==> src/bbse_pkg.sv <==
// Shared constants and types for the branch and bit-set executor.
package bbse_pkg;
    localparam int PC_W = 21;
    localparam int DA_W = 12;
    localparam logic [3:0] OP_NZ_HI = 4'hE;
    localparam logic [3:0] OP_NZ_LO = 4'h1;
    localparam logic [4:0] OP_REL = 5'h1A;
    localparam logic [3:0] OP_SET = 4'h8;
    localparam int SET_A_BIT = 8;
    localparam logic [7:0] LIT_OFS_MAX = 8'h5F;
    localparam logic [7:0] ACC_SPLIT = 8'h60;
    localparam logic [3:0] ACC_HI_BANK = 4'hF;
    localparam logic [3:0] ACC_LO_BANK = 4'h0;
    localparam logic [31:0] ADDR_CTRL = 32'h0000_0000;
    localparam logic [31:0] ADDR_BANK = 32'h0000_0004;
    localparam logic [31:0] ADDR_STAT = 32'h0000_0008;
    localparam logic [31:0] ADDR_TGT = 32'h0000_000C;
    localparam logic [1:0] RESP_OKAY = 2'h0;
    localparam logic [1:0] RESP_SLVERR = 2'h2;
    localparam int CTRL_EXT_BIT = 0;
    localparam logic CTRL_RST = 1'h0;
    localparam logic [3:0] BANK_RST = 4'h0;
    localparam int Q_PHASES = 4;

    typedef enum logic [1:0] {
        BBSE_ST_IDLE = 2'b00,
        BBSE_ST_EXEC = 2'b01,
        BBSE_ST_NOP = 2'b10
    } bbse_state_t;

    typedef enum logic [1:0] {
        BBSE_OP_NONE = 2'b00,
        BBSE_OP_BR_NZ = 2'b01,
        BBSE_OP_REL_BR = 2'b10,
        BBSE_OP_BIT_SET = 2'b11
    } bbse_op_t;
endpackage

==> src/bbse_qgen.sv <==
// Four-phase instruction cycle enables derived from the core clock.
`timescale 1ns/1ps
module bbse_qgen
    import bbse_pkg::*;
(
    input wire logic aclk,
    input wire logic aresetn,
    output logic [Q_PHASES-1:0] q_en
);
    logic [1:0] cnt_r;

    always_ff @(posedge aclk) begin
        if (!aresetn) begin
            cnt_r <= 2'h0;
        end else begin
            cnt_r <= cnt_r + 2'h1;
        end
    end

    genvar i;
    generate
        for (i = 0; i < Q_PHASES; i++) begin : g_ph
            assign q_en[i] = (cnt_r == 2'(i));
        end
    endgenerate
endmodule

==> src/bbse_exec.sv <==
// Executor for branch-if-not-zero, relative branch and bit-set-file.
//
// Summary of operation
// - Branch-if-not-zero jumps when zero flag clear.
// - Relative branch decoded from five-bit pattern.
// - Target is incremented counter plus twice offset.
// - Relative branch always takes two cycles.
// - Relative branch leaves status flags untouched.
// - Bit-set writes one bit, others unchanged.
// - Access bit set uses bank select register.
// - Extended mode low fields use indexed offset when the access bit is clear.
`timescale 1ns/1ps
module bbse_exec
    import bbse_pkg::*;
#(
    parameter logic [7:0] ACC_SPLIT_P = ACC_SPLIT
)(
    input wire logic aclk,
    input wire logic aresetn,
    input wire logic [31:0] s_axi_awaddr,
    input wire logic s_axi_awvalid,
    output logic s_axi_awready,
    input wire logic [31:0] s_axi_wdata,
    input wire logic [3:0] s_axi_wstrb,
    input wire logic s_axi_wvalid,
    output logic s_axi_wready,
    output logic [1:0] s_axi_bresp,
    output logic s_axi_bvalid,
    input wire logic s_axi_bready,
    input wire logic [31:0] s_axi_araddr,
    input wire logic s_axi_arvalid,
    output logic s_axi_arready,
    output logic [31:0] s_axi_rdata,
    output logic [1:0] s_axi_rresp,
    output logic s_axi_rvalid,
    input wire logic s_axi_rready,
    input wire logic instr_valid,
    input wire logic [15:0] instr_word,
    output logic instr_ready,
    input wire logic [PC_W-1:0] pc_cur,
    input wire logic zero_flag,
    input wire logic [DA_W-1:0] index_base,
    output logic pc_load,
    output logic [PC_W-1:0] pc_target,
    output logic flush_fetch,
    output logic dmem_re,
    output logic [DA_W-1:0] dmem_addr,
    input wire logic [7:0] dmem_rdata,
    output logic dmem_we,
    output logic [7:0] dmem_wdata
);
    logic [Q_PHASES-1:0] q_en;
    bbse_state_t st_r;
    bbse_op_t op_r;
    logic [15:0] ir_r;
    logic taken_r;
    logic ext_en_r;
    logic [3:0] bank_r;
    logic [DA_W-1:0] addr_r;
    logic [7:0] wdata_r;
    logic [PC_W-1:0] tgt_r;
    logic bvalid_r;
    logic [1:0] bresp_r;
    logic rvalid_r;
    logic [1:0] rresp_r;
    logic [31:0] rdata_r;
    logic wr_go;

    bbse_qgen u_qgen (
        .aclk(aclk),
        .aresetn(aresetn),
        .q_en(q_en)
    );

    function automatic bbse_op_t decode(input logic [15:0] w);
        if (w[15:12] == OP_NZ_HI && w[11:8] == OP_NZ_LO)
            return BBSE_OP_BR_NZ;
        else if (w[15:11] == OP_REL)
            return BBSE_OP_REL_BR;
        else if (w[15:12] == OP_SET)
            return BBSE_OP_BIT_SET;
        else
            return BBSE_OP_NONE;
    endfunction

    // Banked, indexed or access-bank data address for a file operand.
    function automatic logic [DA_W-1:0] file_addr(input logic [15:0] w,
            input logic ext, input logic [3:0] bank,
            input logic [DA_W-1:0] base);
        if (w[SET_A_BIT])
            return {bank, w[7:0]};
        else if (ext && w[7:0] <= LIT_OFS_MAX)
            return base + DA_W'(w[7:0]);
        else if (w[7:0] >= ACC_SPLIT_P)
            return {ACC_HI_BANK, w[7:0]};
        else
            return {ACC_LO_BANK, w[7:0]};
    endfunction

    // Offset is in words, so it is sign extended and doubled.
    function automatic logic [PC_W-1:0] rel_target(input logic [PC_W-1:0] pc,
            input logic [10:0] ofs);
        return pc + {{(PC_W-12){ofs[10]}}, ofs, 1'b0};
    endfunction

    assign instr_ready = (st_r == BBSE_ST_IDLE);
    assign flush_fetch = (st_r == BBSE_ST_NOP);
    assign dmem_re = (st_r == BBSE_ST_EXEC) && q_en[2] &&
        op_r == BBSE_OP_BIT_SET;
    assign dmem_we = (st_r == BBSE_ST_EXEC) && q_en[3] &&
        op_r == BBSE_OP_BIT_SET;
    assign pc_load = (st_r == BBSE_ST_EXEC) && q_en[3] && taken_r;
    assign dmem_addr = addr_r;
    assign dmem_wdata = wdata_r;
    assign pc_target = tgt_r;

    // No flag outputs exist here, so status stays untouched.
    always_ff @(posedge aclk) begin
        if (!aresetn) begin
            st_r <= BBSE_ST_IDLE;
            op_r <= BBSE_OP_NONE;
            ir_r <= 16'h0000;
        end else begin
            case (st_r)
                BBSE_ST_IDLE: begin
                    if (q_en[0] && instr_valid &&
                            decode(instr_word) != BBSE_OP_NONE) begin
                        ir_r <= instr_word;
                        op_r <= decode(instr_word);
                        st_r <= BBSE_ST_EXEC;
                    end
                end
                BBSE_ST_EXEC: begin
                    if (q_en[3] && taken_r)
                        st_r <= BBSE_ST_NOP;
                    else if (q_en[3])
                        st_r <= BBSE_ST_IDLE;
                end
                BBSE_ST_NOP: begin
                    if (q_en[3])
                        st_r <= BBSE_ST_IDLE;
                end
                default: st_r <= BBSE_ST_IDLE;
            endcase
        end
    end

    always_ff @(posedge aclk) begin
        if (!aresetn) begin
            addr_r <= '0;
        end else if (st_r == BBSE_ST_EXEC && q_en[1]) begin
            addr_r <= file_addr(ir_r, ext_en_r, bank_r, index_base);
        end
    end

    // Read, modify and write all fall inside one instruction cycle.
    always_ff @(posedge aclk) begin
        if (!aresetn) begin
            wdata_r <= 8'h00;
        end else if (dmem_re) begin
            wdata_r <= dmem_rdata | (8'h01 << ir_r[11:9]);
        end
    end

    always_ff @(posedge aclk) begin
        if (!aresetn) begin
            taken_r <= 1'b0;
            tgt_r <= '0;
        end else if (st_r == BBSE_ST_EXEC && q_en[2]) begin
            case (op_r)
                BBSE_OP_BR_NZ: begin
                    taken_r <= !zero_flag;
                    tgt_r <= rel_target(pc_cur, {{3{ir_r[7]}}, ir_r[7:0]});
                end
                BBSE_OP_REL_BR: begin
                    taken_r <= 1'b1;
                    tgt_r <= rel_target(pc_cur, ir_r[10:0]);
                end
                default: taken_r <= 1'b0;
            endcase
        end
    end

    // Write address and data are taken only together, so either order works.
    assign wr_go = s_axi_awvalid && s_axi_wvalid && !bvalid_r;
    assign s_axi_awready = wr_go;
    assign s_axi_wready = wr_go;
    assign s_axi_bvalid = bvalid_r;
    assign s_axi_bresp = bresp_r;
    assign s_axi_arready = !rvalid_r;
    assign s_axi_rvalid = rvalid_r;
    assign s_axi_rresp = rresp_r;
    assign s_axi_rdata = rdata_r;

    always_ff @(posedge aclk) begin
        if (!aresetn) begin
            ext_en_r <= CTRL_RST;
            bank_r <= BANK_RST;
            bvalid_r <= 1'b0;
            bresp_r <= RESP_OKAY;
        end else begin
            if (wr_go) begin
                bvalid_r <= 1'b1;
                bresp_r <= RESP_OKAY;
                case (s_axi_awaddr)
                    ADDR_CTRL: begin
                        if (s_axi_wstrb[0])
                            ext_en_r <= s_axi_wdata[CTRL_EXT_BIT];
                    end
                    ADDR_BANK: begin
                        if (s_axi_wstrb[0])
                            bank_r <= s_axi_wdata[3:0];
                    end
                    ADDR_STAT, ADDR_TGT: ;
                    default: bresp_r <= RESP_SLVERR;
                endcase
            end else if (s_axi_bready) begin
                bvalid_r <= 1'b0;
            end
        end
    end

    always_ff @(posedge aclk) begin
        if (!aresetn) begin
            rvalid_r <= 1'b0;
            rresp_r <= RESP_OKAY;
            rdata_r <= 32'h0000_0000;
        end else begin
            if (s_axi_arvalid && !rvalid_r) begin
                rvalid_r <= 1'b1;
                rresp_r <= RESP_OKAY;
                case (s_axi_araddr)
                    ADDR_CTRL: rdata_r <= 32'(ext_en_r);
                    ADDR_BANK: rdata_r <= 32'(bank_r);
                    ADDR_STAT: rdata_r <= 32'({op_r, st_r});
                    ADDR_TGT: rdata_r <= 32'(tgt_r);
                    default: begin
                        rdata_r <= 32'h0000_0000;
                        rresp_r <= RESP_SLVERR;
                    end
                endcase
            end else if (s_axi_rready) begin
                rvalid_r <= 1'b0;
            end
        end
    end
endmodule

==> config.mk <==
export PLATFORM = sky130hd
export DESIGN_NAME = bbse_exec
export DESIGN_NICKNAME = d
export VERILOG_FILES = /design/src/bbse_pkg.sv /design/src/bbse_qgen.sv /design/src/bbse_exec.sv
export SDC_FILE = /design/constraint.sdc
export NUM_CORES = 1
export LEC_CHECK = 0
export BUFFER_PORTS_ARGS = -buffer_cell sky130_fd_sc_hd__buf_2
export CELL_PAD_IN_SITES_DETAIL_PLACEMENT = 1
export CELL_PAD_IN_SITES_GLOBAL_PLACEMENT = 1
export CORE_AREA = 5 5 141 143
export DETAILED_ROUTE_END_ITERATION = 7
export DIE_AREA = 0 0 146 148
export PLACE_DENSITY_LB_ADDON = 0.1
export SLEW_MARGIN = 20
export SYNTH_ARGS = -nofsm -noshare
export SYNTH_HDL_FRONTEND = slang
export SYNTH_SLANG_ARGS = --single-unit
==> constraint.sdc <==
create_clock -name aclk -period 5.8 [get_ports aclk]
set_input_delay 1.74 -clock aclk [delete_from_list [all_inputs] [get_ports aclk]]
set_output_delay 1.74 -clock aclk [all_outputs]
set_load 0.01 [all_outputs]
After elaboration in Yosys (flattened, before gate mapping) --
Index checks and enable logic that the tools add are counted.
Operators by class: reductions and logical operators 31, equal/unequal tests 19, $add $sub $neg 4, magnitude comparators 2, multiplexer cells 21, bitwise logic cells 1, shift-type cells 1
Operators with widths (number):
- $eq 32x4->1 const B | 4
- $pmux 21 s4 | 1
- $eq 32x3->1 const B | 2
- $logic_not 32->1 | 2
- $add 21x21->21 | 2
- $pmux 21 s2 | 1
- $mux 12 | 3
- $mux 2 | 10
- $logic_and 1x1->1 | 14
- $add 12x8->12 | 1
- $eq 2x2->1 const B | 5
- $eq 4x4->1 const B | 2
- $ge 8x7->1 const B | 1
- $le 8x7->1 const B | 1
- $or 8x8->8 | 1
- $reduce_bool 2->1 | 4
- $reduce_or 4->1 | 2
- $shl 1x3->8 const A | 1
- $eq 2x1->1 const B | 3
- $pmux 2 s3 | 1
- $reduce_and 3->1 | 2
- $eq 5x5->1 const B | 1
- $eq 4x1->1 const B | 1
- $logic_not 2->1 | 2
- other kinds (6) | 12
Word-level totals: input bits 166, register bits after elaboration 103, logic and storage cells 94, output and inout port bits 87

Longest topological paths before layout --
depth in word-level cells 10, depth in mapped cells 12, mapped depth without buffers 11

Hierarchy --
From an unflattened synthesis, not the netlist that was laid out.
Unflattened totals: cells, all modules 625, area total of the unflattened synthesis 5293.8 µm²
Modules (own cells, without submodules):
- bbse_exec | area each 5176.2 µm², cells an instance 615, instances 1, seq. area each 1761.7 µm²
- bbse_qgen | area each 117.6 µm², cells an instance 10, instances 1, seq. area each 40.0 µm²

Worst setup path before layout --
Ideal clock, no wire load.
path type input -> output, start point input port s_axi_awvalid, end point output port s_axi_wready, arrival 2.265 ns, stages 3, path slack 1.795 ns, data required time 4.060 ns, path buffers 1, cell sequence nand2_1 -> nor2_1 -> buf_4
Between the ends: cells in the longest elaborated chain, start to end 2
Ends and longest elaborated chain:
- from (decl) | line bbse_exec.sv:21 | input wire logic s_axi_awvalid,
- $logic_and 1x1->1 (2 in series) | line bbse_exec.sv:185 | assign wr_go = s_axi_awvalid && s_axi_wvalid && !bvalid_r;
- to (decl) | line bbse_exec.sv:26 | output logic s_axi_wready,
Every way passes these cells.

Final worst setup path --
start point input port s_axi_wvalid, end point output port s_axi_awready
Between the ends: cells in the longest elaborated chain, start to end 2
Ends and longest elaborated chain:
- from (decl) | line bbse_exec.sv:25 | input wire logic s_axi_wvalid,
- $logic_and 1x1->1 (2 in series) | line bbse_exec.sv:185
- to (decl) | line bbse_exec.sv:22 | output logic s_axi_awready,
Every way passes these cells.

==> results.py <==
metrics = {
    "outcome": {
        "outcome": "complete, no violations",
    },
    "power": {
        "power.switching_mw": 0.346,
        "clkPwrFrac_pct": 44.8,
        "cellLeakagePower_nw": 3.13,
        "vdd_drop_max_uv": 129,
        "intPower_mw": 1.08,
        "p_seq_share_pct": 44.0,
        "switching_share_pct": 24.2,
        "combPwrFrac_pct": 11.1,
        "power.density_nw_per_um2": 208,
    },
    "setup_path": {
        "r2r_slack_ns": 2.77,
        "path_max_fanout": 5,
        "endpoint_kind": "output pin",
        "required_ns": 4.06,
        "crit_type": "input port to output pin",
        "crit_arrival_ns": 2.33,
        "start_kind": "input port",
    },
    "floorplanning": {
        "die_area_um2": 21600,
        "die_w_um": 146,
        "ios": 253,
        "rows": 50,
        "core_um2": 18500,
        "die_y_um": 148,
        "initial_core_util_pct": 29.3,
    },
    "final_layout": {
        "post-route-util_pct": 37.3,
        "nNetsFinal": 1037,
        "synthToLayoutAreaGrowth_pct": 27.3,
        "num_antenna_cells": 0,
        "final_cell_mix": "buf_2, dfxtp_1, nor2_1",
        "drive_gt1_share_pct": 31.1,
        "layout_commonest_cell": "buf_2",
        "fin_area_um2": 6890,
    },
    "clock_tree": {
        "clock_sinks": 90,
        "cts_resized": 0,
        "cts_buffers": 9,
        "h-tree-depth": 3,
        "clkTransAtPathRegs_ns": 0.06,
        "clk_path_buf_depth": 2,
        "clk_latency_ns": 0.35,
        "cts_tree": "built",
        "cts-root-buf": "clkbuf_16",
        "post_cts_buffers": 0,
        "ctsHoldBuffers": 0,
    },
    "global_route": {
        "grt_pass1_vias": 5815,
        "groute.usage.overall_pct": 17.3,
        "grt_max_degree": 43,
        "grt_antenna_before_repair": 3,
        "grt_pass1_wl_um": 30400,
        "grt.overflow.total": 0,
    },
    "synthesis": {
        "postSynthAreaPerCell_um2": 8.42,
        "ys_async_sr_fraction_pct": 0,
        "ys.flop_type": "dfxtp_1",
        "ys_top_cells_by_area": "dfxtp_1, ha_1, nor2_1",
        "netlist_area_um2": 5410,
        "synth.largest_area_cell": "dfxtp_1",
        "synthCells": 642,
        "synth_top_area_share_pct": 33.3,
        "ys_types": 68,
        "synth-seq-cells": 90,
        "seq_area_frac_synth_pct": 33.3,
        "synth_enable_flop_cells": 0,
        "ys_warn_count": 0,
    },
    "drt": {
        "drc_errors": 0,
        "routed-via-count": 5454,
        "drtIter0Drc": 190,
        "wirelength_um": 19000,
        "avgViaCountPerCell": 5.09,
        "routedWlPerCell_um": 17.7,
        "ant_nets": 0,
        "first_pass_iters": 4,
    },
    "place": {
        "dp_hpwl_um": 15500,
        "placed_area_um2": 6570,
        "routabilityCongestion": 0.818,
        "portBuffers": 208,
    },
    "timing": {
        "worst_pin_slew_ns": 0.903,
        "period_needed_ns": 4.07,
        "drv_slew": 0,
        "setup_tns_ns": 0,
        "report.final.setup_viol": 0,
        "rsz0062_at_grt": "false",
        "fmax_mhz": 246,
        "skew_ns": 0.00925,
        "maxSlewHeadroom_pct": 39.8,
        "period_share_pct": 70.2,
        "hold_viol_final": 0,
    },
    "worst_hold_path": {
        "worstHoldPathType": "register to register",
    },
    "run": {
        "drv_cap": 0,
    },
}
-- kinds of logic after synthesis --
kind of cell | synth area share (%)
AO/OA/AOI/OAI | 22.6
buffers and inverters | 6.04
other | 0.0693
multiplexers | 4.35
flip-flops | 33.3
AND/OR/NAND/NOR | 21.4
XOR/XNOR | 2.92
adder cells (fa/ha/maj) | 9.30
-- sequential cells by signal (all words and copies together) (netlist names) --
| register | cells |
|---|---|
| ext_en_r | 1 |
| s_axi_rresp | 1 |
| bank_r | 4 |
| s_axi_rdata | 21 |
| s_axi_rvalid | 1 |
| pc_target | 21 |
| st_r | 2 |
| u_qgen.cnt_r | 2 |
| taken_r | 1 |
| ir_r | 12 |
| s_axi_bvalid | 1 |
| dmem_wdata | 8 |
| dmem_addr | 12 |
| op_r | 2 |
| s_axi_bresp | 1 |
-- power groups by stage --
stage,combinational (mW),clock (mW),sequential (mW)
2_1_floorplan,0.0887,0,0.642
3_3_place_gp,0.155,0,0.643
3_5_place_dp,0.161,0,0.643
4_1_cts,0.161,0.663,0.629
5_1_grt,0.179,0.688,0.630
6_report,0.159,0.641,0.629
-- area by class of cell --
type                       instances  area, µm²
timing repair buffer             212       1070
tap                              234        293
fill                            2276      11600
multi-input combinational        499       3320
clock inverter                     4       73.8
clock buffer                      12        246
inverter                          20       75.1
sequential                        90       1800
-- stage by stage --
stage | power, mW | std cells | setup WS (ns) | hold slack (ns)
after floorplan | 0.731 | 654 | 1.80 | 0.427
final | 1.43 | 1071 | 1.73 | 0.465
after detailed placement | 0.804 | 1055 | 1.54 | 0.462
after global routing | 1.50 | 1071 | 1.69 | 0.494
after global placement | 0.798 | 1055 | 1.67 | 0.444
after CTS | 1.45 | 1071 | 1.73 | 0.473
-- final timing paths --
| check | from | to | depth (start not counted) |
|---|---|---|---|
| max | s_axi_wvalid | s_axi_awready | 4 |
| min reg2reg | taken_r | taken_r | 2 |
| min | taken_r | taken_r | 2 |
| max reg2reg | op_r[0] | pc_target[19] | 11 |
-- Yosys cell counts, types with 5 or more instances --
cell type and count:
o311ai_0 5, a22oi_1 11, ha_1 37, clkbuf_1 22, o211ai_1 5, nand4_1 8, buf_4 15, nor2_1 63
nand3_1 18, nand2b_1 8, nor4_1 13, and2_1 5, nand3b_1 6, a31oi_1 8, nand2_1 58, a22oi_2 10
nor2_2 10, xor2_1 9, inv_1 19, nor2b_1 9, and3_1 8, mux2i_1 19, dfxtp_1 90, o21ai_0 30
a21o_1 11, a21oi_1 45, xnor2_1 9, nor3_1 11, a211oi_1 14
-- worst max-delay path: stages --
cell     delay [ns]
buf_2          0.09
nand2_1        0.06
nor2_1         0.24
buf_2          0.20
-- per-layer routing --
layer  routed length (µm)  vias up  global-route usage [%]
met5                   34        -                       0
li1                     -     2692                       -
met1                 8300     2606                    21.4
met2                 9430      126                    30.4
met3                  979       24                    4.05
met4                  234        6                    4.23
Note: power is estimated with default switching activity, not from simulation.
